### config.mk
export PLATFORM = sky130hd
export DESIGN_NAME = fspd_top
export DESIGN_NICKNAME = d
export VERILOG_FILES = /design/src/verilog/fspd_pkg.sv /design/src/verilog/fspd_exposure.sv /design/src/verilog/fspd_top.sv
export VERILOG_INCLUDE_DIRS = /design/src /design/src/verilog
export SDC_FILE = /design/constraint.sdc
export NUM_CORES = 1
export LEC_CHECK = 0
export BUFFER_PORTS_ARGS = -buffer_cell sky130_fd_sc_hd__buf_4
export CAP_MARGIN = 20
export CORE_ASPECT_RATIO = 2
export CORE_MARGIN = 8
export CORE_UTILIZATION = 65
export CTS_CLUSTER_DIAMETER = 120
export DETAILED_ROUTE_END_ITERATION = 8
export GPL_ROUTABILITY_DRIVEN = 0
export GPL_TIMING_DRIVEN = 0
export PLACE_DENSITY = 0.83
export SLEW_MARGIN = 30
export SYNTH_ARGS = -nofsm -noshare
export SYNTH_HDL_FRONTEND = slang
export SYNTH_SLANG_ARGS = --single-unit
### constraint.sdc
create_clock -name clk_i -period 6.3 [get_ports clk_i]
set_clock_uncertainty 0.1 [all_clocks]
set_input_delay 0.315 -clock clk_i [delete_from_list [all_inputs] [get_ports clk_i]]
set_output_delay 0.315 -clock clk_i [all_outputs]
set_load 0.01 [all_outputs]
### src/verilog/fspd_cfg.svh
// Register offsets, field limits and tuning constants for the frame statistics block.
// Assumes inclusion by the package and design files by bare name.
`ifndef FSPD_CFG_SVH
`define FSPD_CFG_SVH

`define FSPD_ADDR_W 7
`define FSPD_ADDR_SHUT_UP 7'h06
`define FSPD_ADDR_SHUT_LO 7'h07
`define FSPD_ADDR_PEAK 7'h08
`define FSPD_ADDR_TOTAL 7'h09
`define FSPD_ADDR_FLOOR 7'h0A
`define FSPD_ADDR_DUMP 7'h0B

`define FSPD_PIX_LAST 9'h168
`define FSPD_STAT_CEIL 8'hFE
`define FSPD_SUM_CEIL 8'hF0
`define FSPD_SUM_LSB 9

`define FSPD_SHUT_RST 16'h0100
`define FSPD_SHUT_MIN 16'h0001
`define FSPD_SHUT_MAX 16'hFFF0
`define FSPD_SHUT_STEP 16'h0010
`define FSPD_PEAK_HI 8'hE0
`define FSPD_AVG_HI 8'hA0
`define FSPD_AVG_LO 8'h40

`endif

### src/verilog/fspd_pkg.sv
// Types shared by the frame statistics and pixel dump block.
// Assumes the constants header is on the include path.
`include "fspd_cfg.svh"

package fspd_pkg;

    typedef struct packed {
        logic wr;
        logic rd;
        logic [`FSPD_ADDR_W-1:0] addr;
        logic [7:0] wdata;
    } fspd_req_type;

    typedef struct packed {
        logic sof;
        logic [7:0] data;
    } fspd_beat_type;

endpackage : fspd_pkg

### src/verilog/fspd_exposure.sv
// Automatic exposure control: at most one shutter step per completed frame.
// Assumes frame_done_i is a one-cycle pulse with the latched statistics valid.
`timescale 1ns/1ps
`include "fspd_cfg.svh"

module fspd_exposure #(
    parameter logic [15:0] SHUT_MIN = `FSPD_SHUT_MIN,
    parameter logic [15:0] SHUT_MAX = `FSPD_SHUT_MAX,
    parameter logic [15:0] SHUT_STEP = `FSPD_SHUT_STEP
) (
    // Clock and reset
    input wire logic clk_i,
    input wire logic nrst_i,
    // Frame statistics
    input wire logic frame_done_i,
    input wire logic [7:0] peak_i,
    input wire logic [7:0] total_i,
    // Exposure value
    output logic [15:0] shutter_o
);
    logic [15:0] shut_reg;
    logic [15:0] shut_next;

    // Too bright shortens exposure; peak guard wins so highlights never clip
    always_comb begin
        shut_next = shut_reg;
        if (frame_done_i) begin
            if (peak_i > `FSPD_PEAK_HI || total_i > `FSPD_AVG_HI) begin
                shut_next = (shut_reg > SHUT_MIN + SHUT_STEP) ? shut_reg - SHUT_STEP : SHUT_MIN;
            end else if (total_i < `FSPD_AVG_LO) begin
                shut_next = (shut_reg < SHUT_MAX - SHUT_STEP) ? shut_reg + SHUT_STEP : SHUT_MAX;
            end
        end
    end

    always_ff @(posedge clk_i or negedge nrst_i) begin
        if (!nrst_i) begin
            shut_reg <= `FSPD_SHUT_RST;
        end else begin
            shut_reg <= shut_next;
        end
    end

    assign shutter_o = shut_reg;

    shut_frame_only_a: assert property (@(posedge clk_i) disable iff (!nrst_i)
        !frame_done_i |=> $stable(shut_reg))
        else $error("shutter moved without a frame");

    shut_bright_a: assert property (@(posedge clk_i) disable iff (!nrst_i)
        frame_done_i && peak_i > `FSPD_PEAK_HI && shut_reg > SHUT_MIN |=> shut_reg < $past(shut_reg))
        else $error("shutter not shortened on bright frame");

    shut_bounds_a: assert property (@(posedge clk_i) disable iff (!nrst_i)
        ##1 shut_reg >= SHUT_MIN && shut_reg <= SHUT_MAX)
        else $error("shutter out of range");

endmodule : fspd_exposure

### src/verilog/fspd_top.sv
// Frame statistics, exposure readout and test pixel dump behind the register port.
// Assumes a decoded register port and an in-order pixel stream, sof on pixel 0.
//
// Contract
// - Exposure is a 16-bit clock-cycle count, split over upper and lower bytes.
// - Exposure adjusts itself to hold average and peak intensity in range.
// - Brightest pixel of the frame reads as one byte, 0 to 254.
// - Frame pixel sum is 17 bits; report its upper eight bits, sum over 512.
// - Reported sum byte ranges 0 to 240, may change every frame.
// - Darkest pixel of the frame reads as one byte, 0 to 254.
// - Any write to the dump port resets the pointer to pixel 0,0.
// - One pixel per frame is captured; ready flag rises when valid.
// - Reading the dump port while the ready flag is set advances the pointer to the next pixel.
// - After the last pixel the pointer wraps to start and sets the wrap flag.
// - Pixel addresses run 0 to 360 over 19 by 19, row by row.
// - A write to the dump port also sets the wrap flag.
`timescale 1ns/1ps
`include "fspd_cfg.svh"

module fspd_top #(
    parameter int PIX_W = 8,
    parameter logic [8:0] PIX_LAST = `FSPD_PIX_LAST
) (
    // Clock and reset
    input wire logic clk_i,
    input wire logic nrst_i,
    // Register port
    input fspd_pkg::fspd_req_type req_i,
    output logic [7:0] rd_data_o,
    output logic rd_valid_o,
    // Pixel stream from the array
    input wire logic pix_valid_i,
    input fspd_pkg::fspd_beat_type pix_beat_i,
    // Status bits for the motion status register
    output logic dump_byte_ready_flag_o,
    output logic dump_wrap_flag_o
);
    import fspd_pkg::*;

    // Frame accumulation and latched statistics
    logic [8:0] idx_reg;
    logic [8:0] idx_next;
    logic [7:0] acc_max_reg;
    logic [7:0] acc_max_next;
    logic [7:0] acc_min_reg;
    logic [7:0] acc_min_next;
    logic [16:0] acc_sum_reg;
    logic [16:0] acc_sum_next;
    logic [7:0] peak_reg;
    logic [7:0] peak_next;
    logic [7:0] floor_reg;
    logic [7:0] floor_next;
    logic [7:0] total_reg;
    logic [7:0] total_next;
    logic frame_done_reg;
    logic frame_done_next;
    logic [8:0] cur_idx;
    logic frame_end;
    logic [7:0] sum_hi;

    always_comb begin
        cur_idx = pix_beat_i.sof ? 9'h000 : idx_reg;
        frame_end = pix_valid_i && (cur_idx == PIX_LAST);
        idx_next = idx_reg;
        acc_max_next = acc_max_reg;
        acc_min_next = acc_min_reg;
        acc_sum_next = acc_sum_reg;
        if (pix_valid_i) begin
            idx_next = cur_idx + 9'h001;
            if (pix_beat_i.sof) begin
                acc_max_next = pix_beat_i.data;
                acc_min_next = pix_beat_i.data;
                acc_sum_next = {9'h000, pix_beat_i.data};
            end else begin
                acc_max_next = (pix_beat_i.data > acc_max_reg) ? pix_beat_i.data : acc_max_reg;
                acc_min_next = (pix_beat_i.data < acc_min_reg) ? pix_beat_i.data : acc_min_reg;
                acc_sum_next = acc_sum_reg + {9'h000, pix_beat_i.data};
            end
        end
        sum_hi = acc_sum_next[16:`FSPD_SUM_LSB];
        peak_next = peak_reg;
        floor_next = floor_reg;
        total_next = total_reg;
        frame_done_next = frame_end;
        // Latch only at the last pixel so a read never mixes two frames
        if (frame_end) begin
            peak_next = (acc_max_next > `FSPD_STAT_CEIL) ? `FSPD_STAT_CEIL : acc_max_next;
            floor_next = (acc_min_next > `FSPD_STAT_CEIL) ? `FSPD_STAT_CEIL : acc_min_next;
            total_next = (sum_hi > `FSPD_SUM_CEIL) ? `FSPD_SUM_CEIL : sum_hi;
        end
    end

    always_ff @(posedge clk_i or negedge nrst_i) begin
        if (!nrst_i) begin
            idx_reg <= 9'h000;
            acc_max_reg <= 8'h00;
            acc_min_reg <= 8'hFF;
            acc_sum_reg <= 17'h00000;
            peak_reg <= 8'h00;
            floor_reg <= 8'h00;
            total_reg <= 8'h00;
            frame_done_reg <= 1'b0;
        end else begin
            idx_reg <= idx_next;
            acc_max_reg <= acc_max_next;
            acc_min_reg <= acc_min_next;
            acc_sum_reg <= acc_sum_next;
            peak_reg <= peak_next;
            floor_reg <= floor_next;
            total_reg <= total_next;
            frame_done_reg <= frame_done_next;
        end
    end

    // Exposure control
    logic [15:0] shutter;

    fspd_exposure u_exposure (
        .clk_i(clk_i),
        .nrst_i(nrst_i),
        .frame_done_i(frame_done_reg),
        .peak_i(peak_reg),
        .total_i(total_reg),
        .shutter_o(shutter)
    );

    // Pixel dump
    logic [8:0] ptr_reg;
    logic [8:0] ptr_next;
    logic [7:0] dump_byte_reg;
    logic [7:0] dump_byte_next;
    logic ready_reg;
    logic ready_next;
    logic wrap_reg;
    logic wrap_next;
    logic armed_reg;
    logic armed_next;
    logic dump_wr;
    logic dump_rd;
    logic capture;

    always_comb begin
        dump_wr = req_i.wr && (req_i.addr == `FSPD_ADDR_DUMP);
        dump_rd = req_i.rd && (req_i.addr == `FSPD_ADDR_DUMP) && ready_reg;
        capture = armed_reg && pix_valid_i && (cur_idx == ptr_reg);
        ptr_next = ptr_reg;
        dump_byte_next = dump_byte_reg;
        ready_next = ready_reg;
        wrap_next = wrap_reg;
        armed_next = armed_reg;
        // Restart wins over a read or capture in the same cycle
        if (dump_wr) begin
            ptr_next = 9'h000;
            ready_next = 1'b0;
            wrap_next = 1'b1;
            armed_next = 1'b1;
        end else if (dump_rd) begin
            ready_next = 1'b0;
            armed_next = 1'b1;
            if (ptr_reg == PIX_LAST) begin
                ptr_next = 9'h000;
                wrap_next = 1'b1;
            end else begin
                ptr_next = ptr_reg + 9'h001;
                wrap_next = 1'b0;
            end
        end else if (capture) begin
            dump_byte_next = pix_beat_i.data;
            ready_next = 1'b1;
            armed_next = 1'b0;
        end
    end

    always_ff @(posedge clk_i or negedge nrst_i) begin
        if (!nrst_i) begin
            ptr_reg <= 9'h000;
            dump_byte_reg <= 8'h00;
            ready_reg <= 1'b0;
            wrap_reg <= 1'b0;
            armed_reg <= 1'b0;
        end else begin
            ptr_reg <= ptr_next;
            dump_byte_reg <= dump_byte_next;
            ready_reg <= ready_next;
            wrap_reg <= wrap_next;
            armed_reg <= armed_next;
        end
    end

    assign dump_byte_ready_flag_o = ready_reg;
    assign dump_wrap_flag_o = wrap_reg;

    // Register reads; lower exposure byte comes from a shadow taken on the upper read
    logic [7:0] rd_data_reg;
    logic [7:0] rd_data_next;
    logic rd_valid_reg;
    logic rd_valid_next;
    logic [7:0] shut_lo_reg;
    logic [7:0] shut_lo_next;

    always_comb begin
        rd_data_next = rd_data_reg;
        rd_valid_next = req_i.rd;
        shut_lo_next = shut_lo_reg;
        if (req_i.rd) begin
            if (req_i.addr == `FSPD_ADDR_SHUT_UP) begin
                rd_data_next = shutter[15:8];
                shut_lo_next = shutter[7:0];
            end else if (req_i.addr == `FSPD_ADDR_SHUT_LO) begin
                rd_data_next = shut_lo_reg;
            end else if (req_i.addr == `FSPD_ADDR_PEAK) begin
                rd_data_next = peak_reg;
            end else if (req_i.addr == `FSPD_ADDR_TOTAL) begin
                rd_data_next = total_reg;
            end else if (req_i.addr == `FSPD_ADDR_FLOOR) begin
                rd_data_next = floor_reg;
            end else if (req_i.addr == `FSPD_ADDR_DUMP) begin
                rd_data_next = dump_byte_reg;
            end else begin
                rd_data_next = 8'h00;
            end
        end
    end

    always_ff @(posedge clk_i or negedge nrst_i) begin
        if (!nrst_i) begin
            rd_data_reg <= 8'h00;
            rd_valid_reg <= 1'b0;
            shut_lo_reg <= 8'h00;
        end else begin
            rd_data_reg <= rd_data_next;
            rd_valid_reg <= rd_valid_next;
            shut_lo_reg <= shut_lo_next;
        end
    end

    assign rd_data_o = rd_data_reg;
    assign rd_valid_o = rd_valid_reg;

    dump_restart_a: assert property (@(posedge clk_i) disable iff (!nrst_i)
        dump_wr |=> ptr_reg == 9'h000 && !ready_reg && armed_reg)
        else $error("dump write did not restart pointer");

    wrap_on_write_a: assert property (@(posedge clk_i) disable iff (!nrst_i)
        dump_wr |=> wrap_reg)
        else $error("wrap flag not set by dump write");

    dump_ready_a: assert property (@(posedge clk_i) disable iff (!nrst_i)
        capture && !dump_wr && !dump_rd |=> ready_reg && dump_byte_reg == $past(pix_beat_i.data))
        else $error("captured pixel not presented");

    dump_advance_a: assert property (@(posedge clk_i) disable iff (!nrst_i)
        dump_rd && !dump_wr && ptr_reg != PIX_LAST |=> ptr_reg == $past(ptr_reg) + 9'h001
            && !wrap_reg && !ready_reg)
        else $error("pointer did not advance after read");

    dump_wrap_a: assert property (@(posedge clk_i) disable iff (!nrst_i)
        dump_rd && !dump_wr && ptr_reg == PIX_LAST |=> ptr_reg == 9'h000 && wrap_reg)
        else $error("pointer did not wrap after last pixel");

    ptr_range_a: assert property (@(posedge clk_i) disable iff (!nrst_i)
        ptr_reg <= PIX_LAST && idx_reg <= PIX_LAST + 9'h001)
        else $error("pixel address beyond array");

    stat_ceil_a: assert property (@(posedge clk_i) disable iff (!nrst_i)
        peak_reg <= `FSPD_STAT_CEIL && floor_reg <= `FSPD_STAT_CEIL)
        else $error("peak or floor above ceiling");

    total_value_a: assert property (@(posedge clk_i) disable iff (!nrst_i)
        frame_end && sum_hi <= `FSPD_SUM_CEIL |=> total_reg == $past(sum_hi))
        else $error("sum byte not upper bits of total");

    total_ceil_a: assert property (@(posedge clk_i) disable iff (!nrst_i)
        total_reg <= `FSPD_SUM_CEIL)
        else $error("sum byte above ceiling");

    stat_hold_a: assert property (@(posedge clk_i) disable iff (!nrst_i)
        !frame_end |=> $stable(peak_reg) && $stable(floor_reg) && $stable(total_reg))
        else $error("statistics changed mid frame");

    floor_latch_a: assert property (@(posedge clk_i) disable iff (!nrst_i)
        frame_end && acc_min_next <= `FSPD_STAT_CEIL |=> floor_reg == $past(acc_min_next))
        else $error("floor not latched at frame end");

    peak_latch_a: assert property (@(posedge clk_i) disable iff (!nrst_i)
        frame_end && acc_max_next <= `FSPD_STAT_CEIL |=> peak_reg == $past(acc_max_next))
        else $error("peak not latched at frame end");

    ready_hold_a: assert property (@(posedge clk_i) disable iff (!nrst_i)
        ready_reg && !dump_rd && !dump_wr |=> ready_reg && $stable(dump_byte_reg))
        else $error("dump byte lost before read");

    early_read_a: assert property (@(posedge clk_i) disable iff (!nrst_i)
        req_i.rd && req_i.addr == `FSPD_ADDR_DUMP && !ready_reg && !dump_wr
            |=> $stable(ptr_reg))
        else $error("pointer moved on read without ready");

    shut_pair_a: assert property (@(posedge clk_i) disable iff (!nrst_i)
        req_i.rd && req_i.addr == `FSPD_ADDR_SHUT_UP ##1 req_i.rd
            && req_i.addr == `FSPD_ADDR_SHUT_LO |=> rd_data_reg == $past(shutter[7:0], 2))
        else $error("exposure halves from different samples");

endmodule : fspd_top

==> results of run 1 <==
[cell usage in the layout, fill, tap and decap left out, drive strengths merged, types with 7 or more instances in the layout]
| cell | netlist | layout |
|---|---|---|
| nor2b | 16 | 16 |
| buf | 16 | 46 |
| dfrtp | 105 | 105 |
| mux2 | 39 | 39 |
| inv | 45 | 45 |
| ha | 30 | 30 |
| mux2i | 12 | 12 |
| nand4 | 13 | 13 |
| a21o | 8 | 8 |
| nand2 | 47 | 47 |
| a31oi | 7 | 7 |
| nand2b | 10 | 10 |
| a22oi | 8 | 8 |
| nand3 | 34 | 34 |
| clkbuf | 32 | 54 |
| o2111ai | 9 | 9 |
| o211ai | 12 | 12 |
| o31ai | 12 | 12 |
| o21ai | 52 | 52 |
| xnor2 | 12 | 12 |
| a21oi | 51 | 51 |
| and3 | 8 | 8 |
| nor3 | 14 | 14 |
| o21a | 8 | 8 |
| nor4 | 8 | 8 |
| nor2 | 68 | 68 |
| dfstp | 9 | 9 |
| o22ai | 18 | 18 |
[worst max-delay path, cell delays in order]
cell and delay [ns]:
buf_4 0.13, clkbuf_1 0.50, clkbuf_1 0.52, buf_1 0.50
nand2b_1 0.21, ha_1 0.15, and3_1 0.15, nand4_1 0.32
clkinv_1 0.31, buf_1 0.51, o2111ai_1 0.27, nand3_1 0.14
[worst paths after layout]
| check | from | end | slack [ns] | cells after the start |
|---|---|---|---|---|
| max | pix_beat_i[8] | peak_reg[3] | 2.50 | 12 |
| min | pix_beat_i[1] | peak_reg[1] | 0.17 | 3 |
| max reg2reg | acc_sum_reg[0] | total_reg[1] | 3.25 | 8 |
| min reg2reg | idx_reg[0] | idx_reg[0] | 0.40 | 1 |
| max in group asynchronous | nrst_i | u_exposure.shutter_o[15] | 5.03 | 2 |
| min in group asynchronous | nrst_i | acc_sum_reg[1] | 0.44 | 2 |
[synthesized netlist by cell type (13+ instances only)]
| library cell | instances |
|---|---|
| dfrtp_1 | 105 |
| nor2_1 | 67 |
| a21oi_1 | 50 |
| o21ai_0 | 49 |
| nand2_1 | 47 |
| inv_1 | 45 |
| mux2_2 | 39 |
| nand3_1 | 34 |
| clkbuf_1 | 30 |
| ha_1 | 30 |
| o22ai_1 | 18 |
| nor2b_1 | 16 |
| nand4_1 | 13 |
[stage by stage]
step,utilization,cells
after floorplan,-,785
after global placement,0.693,957
after detailed placement,0.694,957
after CTS,0.749,991
after global routing,0.750,991
final,0.750,991
[layer usage]
| metal | vias up | wire length (µm) | global-route usage | part of all wire |
|---|---|---|---|---|
| li1 | 3004 | - | - | - |
| met1 | 3304 | 7860 | 0.339 | 0.37 |
| met2 | 415 | 10500 | 0.464 | 0.50 |
| met3 | 109 | 1560 | 0.0484 | 0.074 |
| met4 | 0 | 1130 | 0.162 | 0.054 |
| met5 | - | 0 | 0 | 0 |
[logic make-up after synthesis]
kind of cell               count (synthesis)  share of synthesized area
AOI/OAI and AO/OA                        228                      0.210
xor gates and xnor gates                  17                     0.0203
adders and majority gates                 31                     0.0540
buffers and inverters                     94                     0.0513
DFF                                      114                      0.391
muxes                                     57                     0.0949
and+or+nand+nor                          244                      0.178
[layout make-up]
| cell class | count | area, µm² |
|---|---|---|
| buffer | 48 | 203 |
| clock buffer | 22 | 464 |
| clock inverter | 10 | 133 |
| fill | 796 | 2790 |
| inverter | 46 | 173 |
| multi-input combinational | 577 | 4090 |
| sequential | 114 | 2860 |
| tap | 142 | 178 |
| timing repair buffer | 32 | 253 |
[power groups by stage]
| stage | combinational (mW) | clock [mW] | sequential (mW) |
|---|---|---|---|
| final | 0.519 | 0.988 | 0.896 |
| after global routing | 0.568 | 1.01 | 0.906 |
| after CTS | 0.510 | 0.989 | 0.893 |
| after detailed placement | 0.491 | 0 | 0.903 |
| after global placement | 0.468 | 0 | 0.898 |
| after floorplan | 0.361 | 0 | 0.886 |
==> qor.yml, run 1 <==
status: "finished, final reports clean"
cts-resized-gates: 0
final_area_mm2: 0.00836
cp.arrival_ns: 4.04
pre_cts_ws_ns: 2.32
fin_nets: 896
synth_top_cell_area_share: 0.359
yosys-top-cells-area: "dfrtp_1 (36%), mux2_2 (6.0%), ha_1 (5.1%)"
cts.clk_slew.worst_paths_ns: 0.06
synth_edf_count: 0
grt_pass1_vias: 6688
firstDrtPassIters: 8
fin_crit_ns: 3.80
cts_sinks: 114
syn_area_mm2: 0.00732
cts_setup_buffers: 0
grt_setup_unrepaired: "false"
pwr-share-comb: 0.216
placedInstanceArea_mm2: 0.00773
fp-row-count: 55
largest_reg_flops: 17
p_int_mw: 1.68
power_frac_seq: 0.373
ys_seq_area_frac: 0.391
io_buffers: 30
grt_max_degree: 115
power.total_mw: 2.40
timing.setup.tns_ns: 0
p_sw_frac: 0.301
ys_seq_elements: 114
hpwl_um: 13800
overflow: 0
worst_slew_pin_slew_ns: 0.874
yosysWarnings: 0
drt_iter0_markers: 754
yosys_most_used_dff: "dfrtp_1"
hold_class: "input pin to register"
cts_buffers: 17
grt_first_pass_wirelength_um: 34300
initial_core_util: 0.657
layout_setup_ws_ns: 2.50
syn_inst: 785
cts_hold_buf: 2
timing.final.max_slew_violations: 0
die_y_um: 166
p_per_area_mw_per_mm2: 288
antenna_found_initial: 0
viasPerCell: 6.89
drt_wl_total_um: 21100
setup_viol: 0
design.die.area_mm2: 0.0151
netSwitchingPower_mw: 0.723
yosysTopAreaCell: "dfrtp_1"
htree_num_levels: 4
startpoint_type: "input pin"
core_mm2: 0.0111
vdd_drop_max_mv: 0.255
path_class: "input pin to register"
hold_violations: 0
ant_nets: 0
fmax_mhz: 264
endpoint_kind: "register"
cts_tree: "done"
wire_per_inst_um: 21.3
timing.final.crit_share: 0.602
drive_gt1_frac: 0.171
p_leak_nw: 3.65
timing.hold.ws_ns: 0.172
worstPathRequired_ns: 6.54
ys_types: 80
cts-root-buf: "clkbuf_16"
cp_max_fo: 10
ioPinCount: 40
vias: 6832
ys_async_sr_fraction: 1.00
grt.total_usage: 0.283
syn_nets: 845
diodes: 0
cts_buffer_depth: 2
clock_latency_ns: 0.42
die_w_um: 91.0
area_delta_synth_final_pct: 14.2
drc_errors: 0
slew_headroom: 0.418
cap_viol_max_count: 0
clkPwrFrac: 0.411
avgSynthCellArea_um2: 9.32
Note: power is estimated with default switching activity, not from simulation.
==> inputs of run 2 (changes only) <==
--- a/config.mk
+++ b/config.mk
@@ -10,12 +10,12 @@
 export CAP_MARGIN = 20
 export CORE_ASPECT_RATIO = 2
 export CORE_MARGIN = 8
-export CORE_UTILIZATION = 65
+export CORE_UTILIZATION = 62
 export CTS_CLUSTER_DIAMETER = 120
 export DETAILED_ROUTE_END_ITERATION = 8
 export GPL_ROUTABILITY_DRIVEN = 0
 export GPL_TIMING_DRIVEN = 0
-export PLACE_DENSITY = 0.83
+export PLACE_DENSITY = 0.8
 export SLEW_MARGIN = 30
 export SYNTH_ARGS = -nofsm -noshare
 export SYNTH_HDL_FRONTEND = slang
==> constraint.sdc (replaced) <==
create_clock -name clk_i -period 3.9 [get_ports clk_i]
set_clock_uncertainty 0.1 [all_clocks]
set_input_delay 0.195 -clock clk_i [delete_from_list [all_inputs] [get_ports clk_i]]
set_output_delay 0.195 -clock clk_i [all_outputs]
set_load 0.01 [all_outputs]
==> qor.yml, run 2 (synthesis gave the netlist of run 1 again) <==
antenna_found_initial: 0
firstDrtPassIters: 6
timing.final.max_slew_violations: 0
cp.arrival_ns: 3.64
grt_first_pass_wirelength_um: 32700
fin_crit_ns: 3.39
initial_core_util: 0.629
ant_nets: 0
grt.total_usage: 0.261
drt_iter0_markers: 404
hold_violations: 0
utilization: 0.718
cap_viol_max_count: 0
diodes: 0
layout_commonest_cell: "dfrtp_1"
fp-row-count: 56
cts-resized-gates: 0
clock_latency_ns: 0.42
overflow: 0
nFillCells: 884
drive_gt1_frac: 0.170
vias: 6632
die_w_um: 92.8
slew_headroom: 0.391
timing.setup.tns_ns: 0
viasPerCell: 6.68
drc_errors: 0
timing.final.crit_share: 0.870
largest_reg_flops: 17
grt_max_degree: 115
fin_nets: 897
cts_buffers: 17
cts_buffer_depth: 2
grt_pass1_vias: 6716
area_delta_synth_final_pct: 14.0
cts-root-buf: "clkbuf_16"
p_leak_nw: 3.64
endpoint_kind: "register"
cp_max_fo: 10
status: "finished, final reports clean"
setup_viol: 0
die_y_um: 170
path_class: "input pin to register"
vdd_drop_max_mv: 0.327
grt_setup_unrepaired: "false"
hpwl_um: 14100
cts.clk_slew.worst_paths_ns: 0.05
worstPathRequired_ns: 4.15
design.die.area_mm2: 0.0157
final_cell_mix: "dfrtp_1 (105), nor2_1 (67), a21oi_1 (50)"
startpoint_type: "input pin"
fmax_mhz: 295
cts_sinks: 114
hold_class: "input pin to register"
worst_slew_pin_slew_ns: 0.907
wire_per_inst_um: 20.0
ioPinCount: 40
htree_num_levels: 4
drt_wl_total_um: 19900
p_per_area_mw_per_mm2: 453
core_mm2: 0.0116
io_buffers: 30
cts_tree: "done"
-- run 2: cell count changes in the layout (fill, tap and decap cells not counted), sizes merged --
cell | before | now
dlygate4sd3 | 2 | 3
clkbuf | 54 | 53
clkinvlp | 3 | 5
bufinv | 3 | 2
clkinv | 5 | 3
-- run 2: worst paths after layout --
kind                                            end             start  cells after the start  slack, ns
setup / recovery                        peak_reg[6]     pix_beat_i[8]                     12       0.51
hold / removal                          peak_reg[2]     pix_beat_i[2]                      3       0.06
setup reg to reg                       total_reg[2]    acc_sum_reg[0]                      8       1.08
hold reg to reg                    dump_wrap_flag_o  dump_wrap_flag_o                      1       0.39
max in group asynchronous           acc_sum_reg[12]            nrst_i                      2       2.76
min in group asynchronous  u_exposure.shutter_o[12]            nrst_i                      2       0.29
-- run 2: cell type report --
type,count,area (µm²),area share
multi-input cells,577,4090,0.489
flip-flops and latches,114,2860,0.343
clock buffers,21,470,0.0564
repair buffers,33,263,0.0315
plain buffers,48,203,0.0243
well taps,145,181,0.0217
inverters,46,173,0.0207
clock inverters,9,108,0.0129
-- run 2: stage by stage --
stage	hold WS (ns)	std cells	power, mW	worst slack [ns]	area [µm²]
2_1_floorplan	-0.201	785	2.01	1.38	7320
3_3_place_gp	0.214	960	2.20	0.279	7730
3_5_place_dp	0.217	960	2.25	0.207	7730
4_1_cts	0.0441	993	3.79	0.632	8340
5_1_grt	0.0575	993	3.95	0.338	8350
6_report	0.0621	993	3.78	0.506	8350
-- run 2: critical path, cell delays in order --
cell and delay (ns):
buf_4 0.15, clkbuf_1 0.50, clkbuf_1 0.47, buf_1 0.47, nand2b_1 0.20, ha_1 0.14, and3_1 0.15, nand4_1 0.30
clkinv_1 0.29, buf_1 0.44, o2111ai_1 0.20, nand3_1 0.11
-- run 2: routing by layer --
layer	global-route usage	up-vias	share of wire
li1	-	3009	-
met1	0.263	3179	0.35
met2	0.453	328	0.52
met3	0.0545	116	0.058
met4	0.203	0	0.072
met5	0	-	0
-- run 2: timing repair --
action,4_1_cts,5_1_grt
buffers inserted,0,0
hold buffers,3,0
hold endpoints to repair,107,0
-- run 2: power by group --
part	switching [mW]	internal (mW)	leakage [nW]
logic	0.457	0.351	1.89
registers	0.112	1.33	1.48
clock network	0.552	0.979	0.269
total	1.12	2.66	3.64
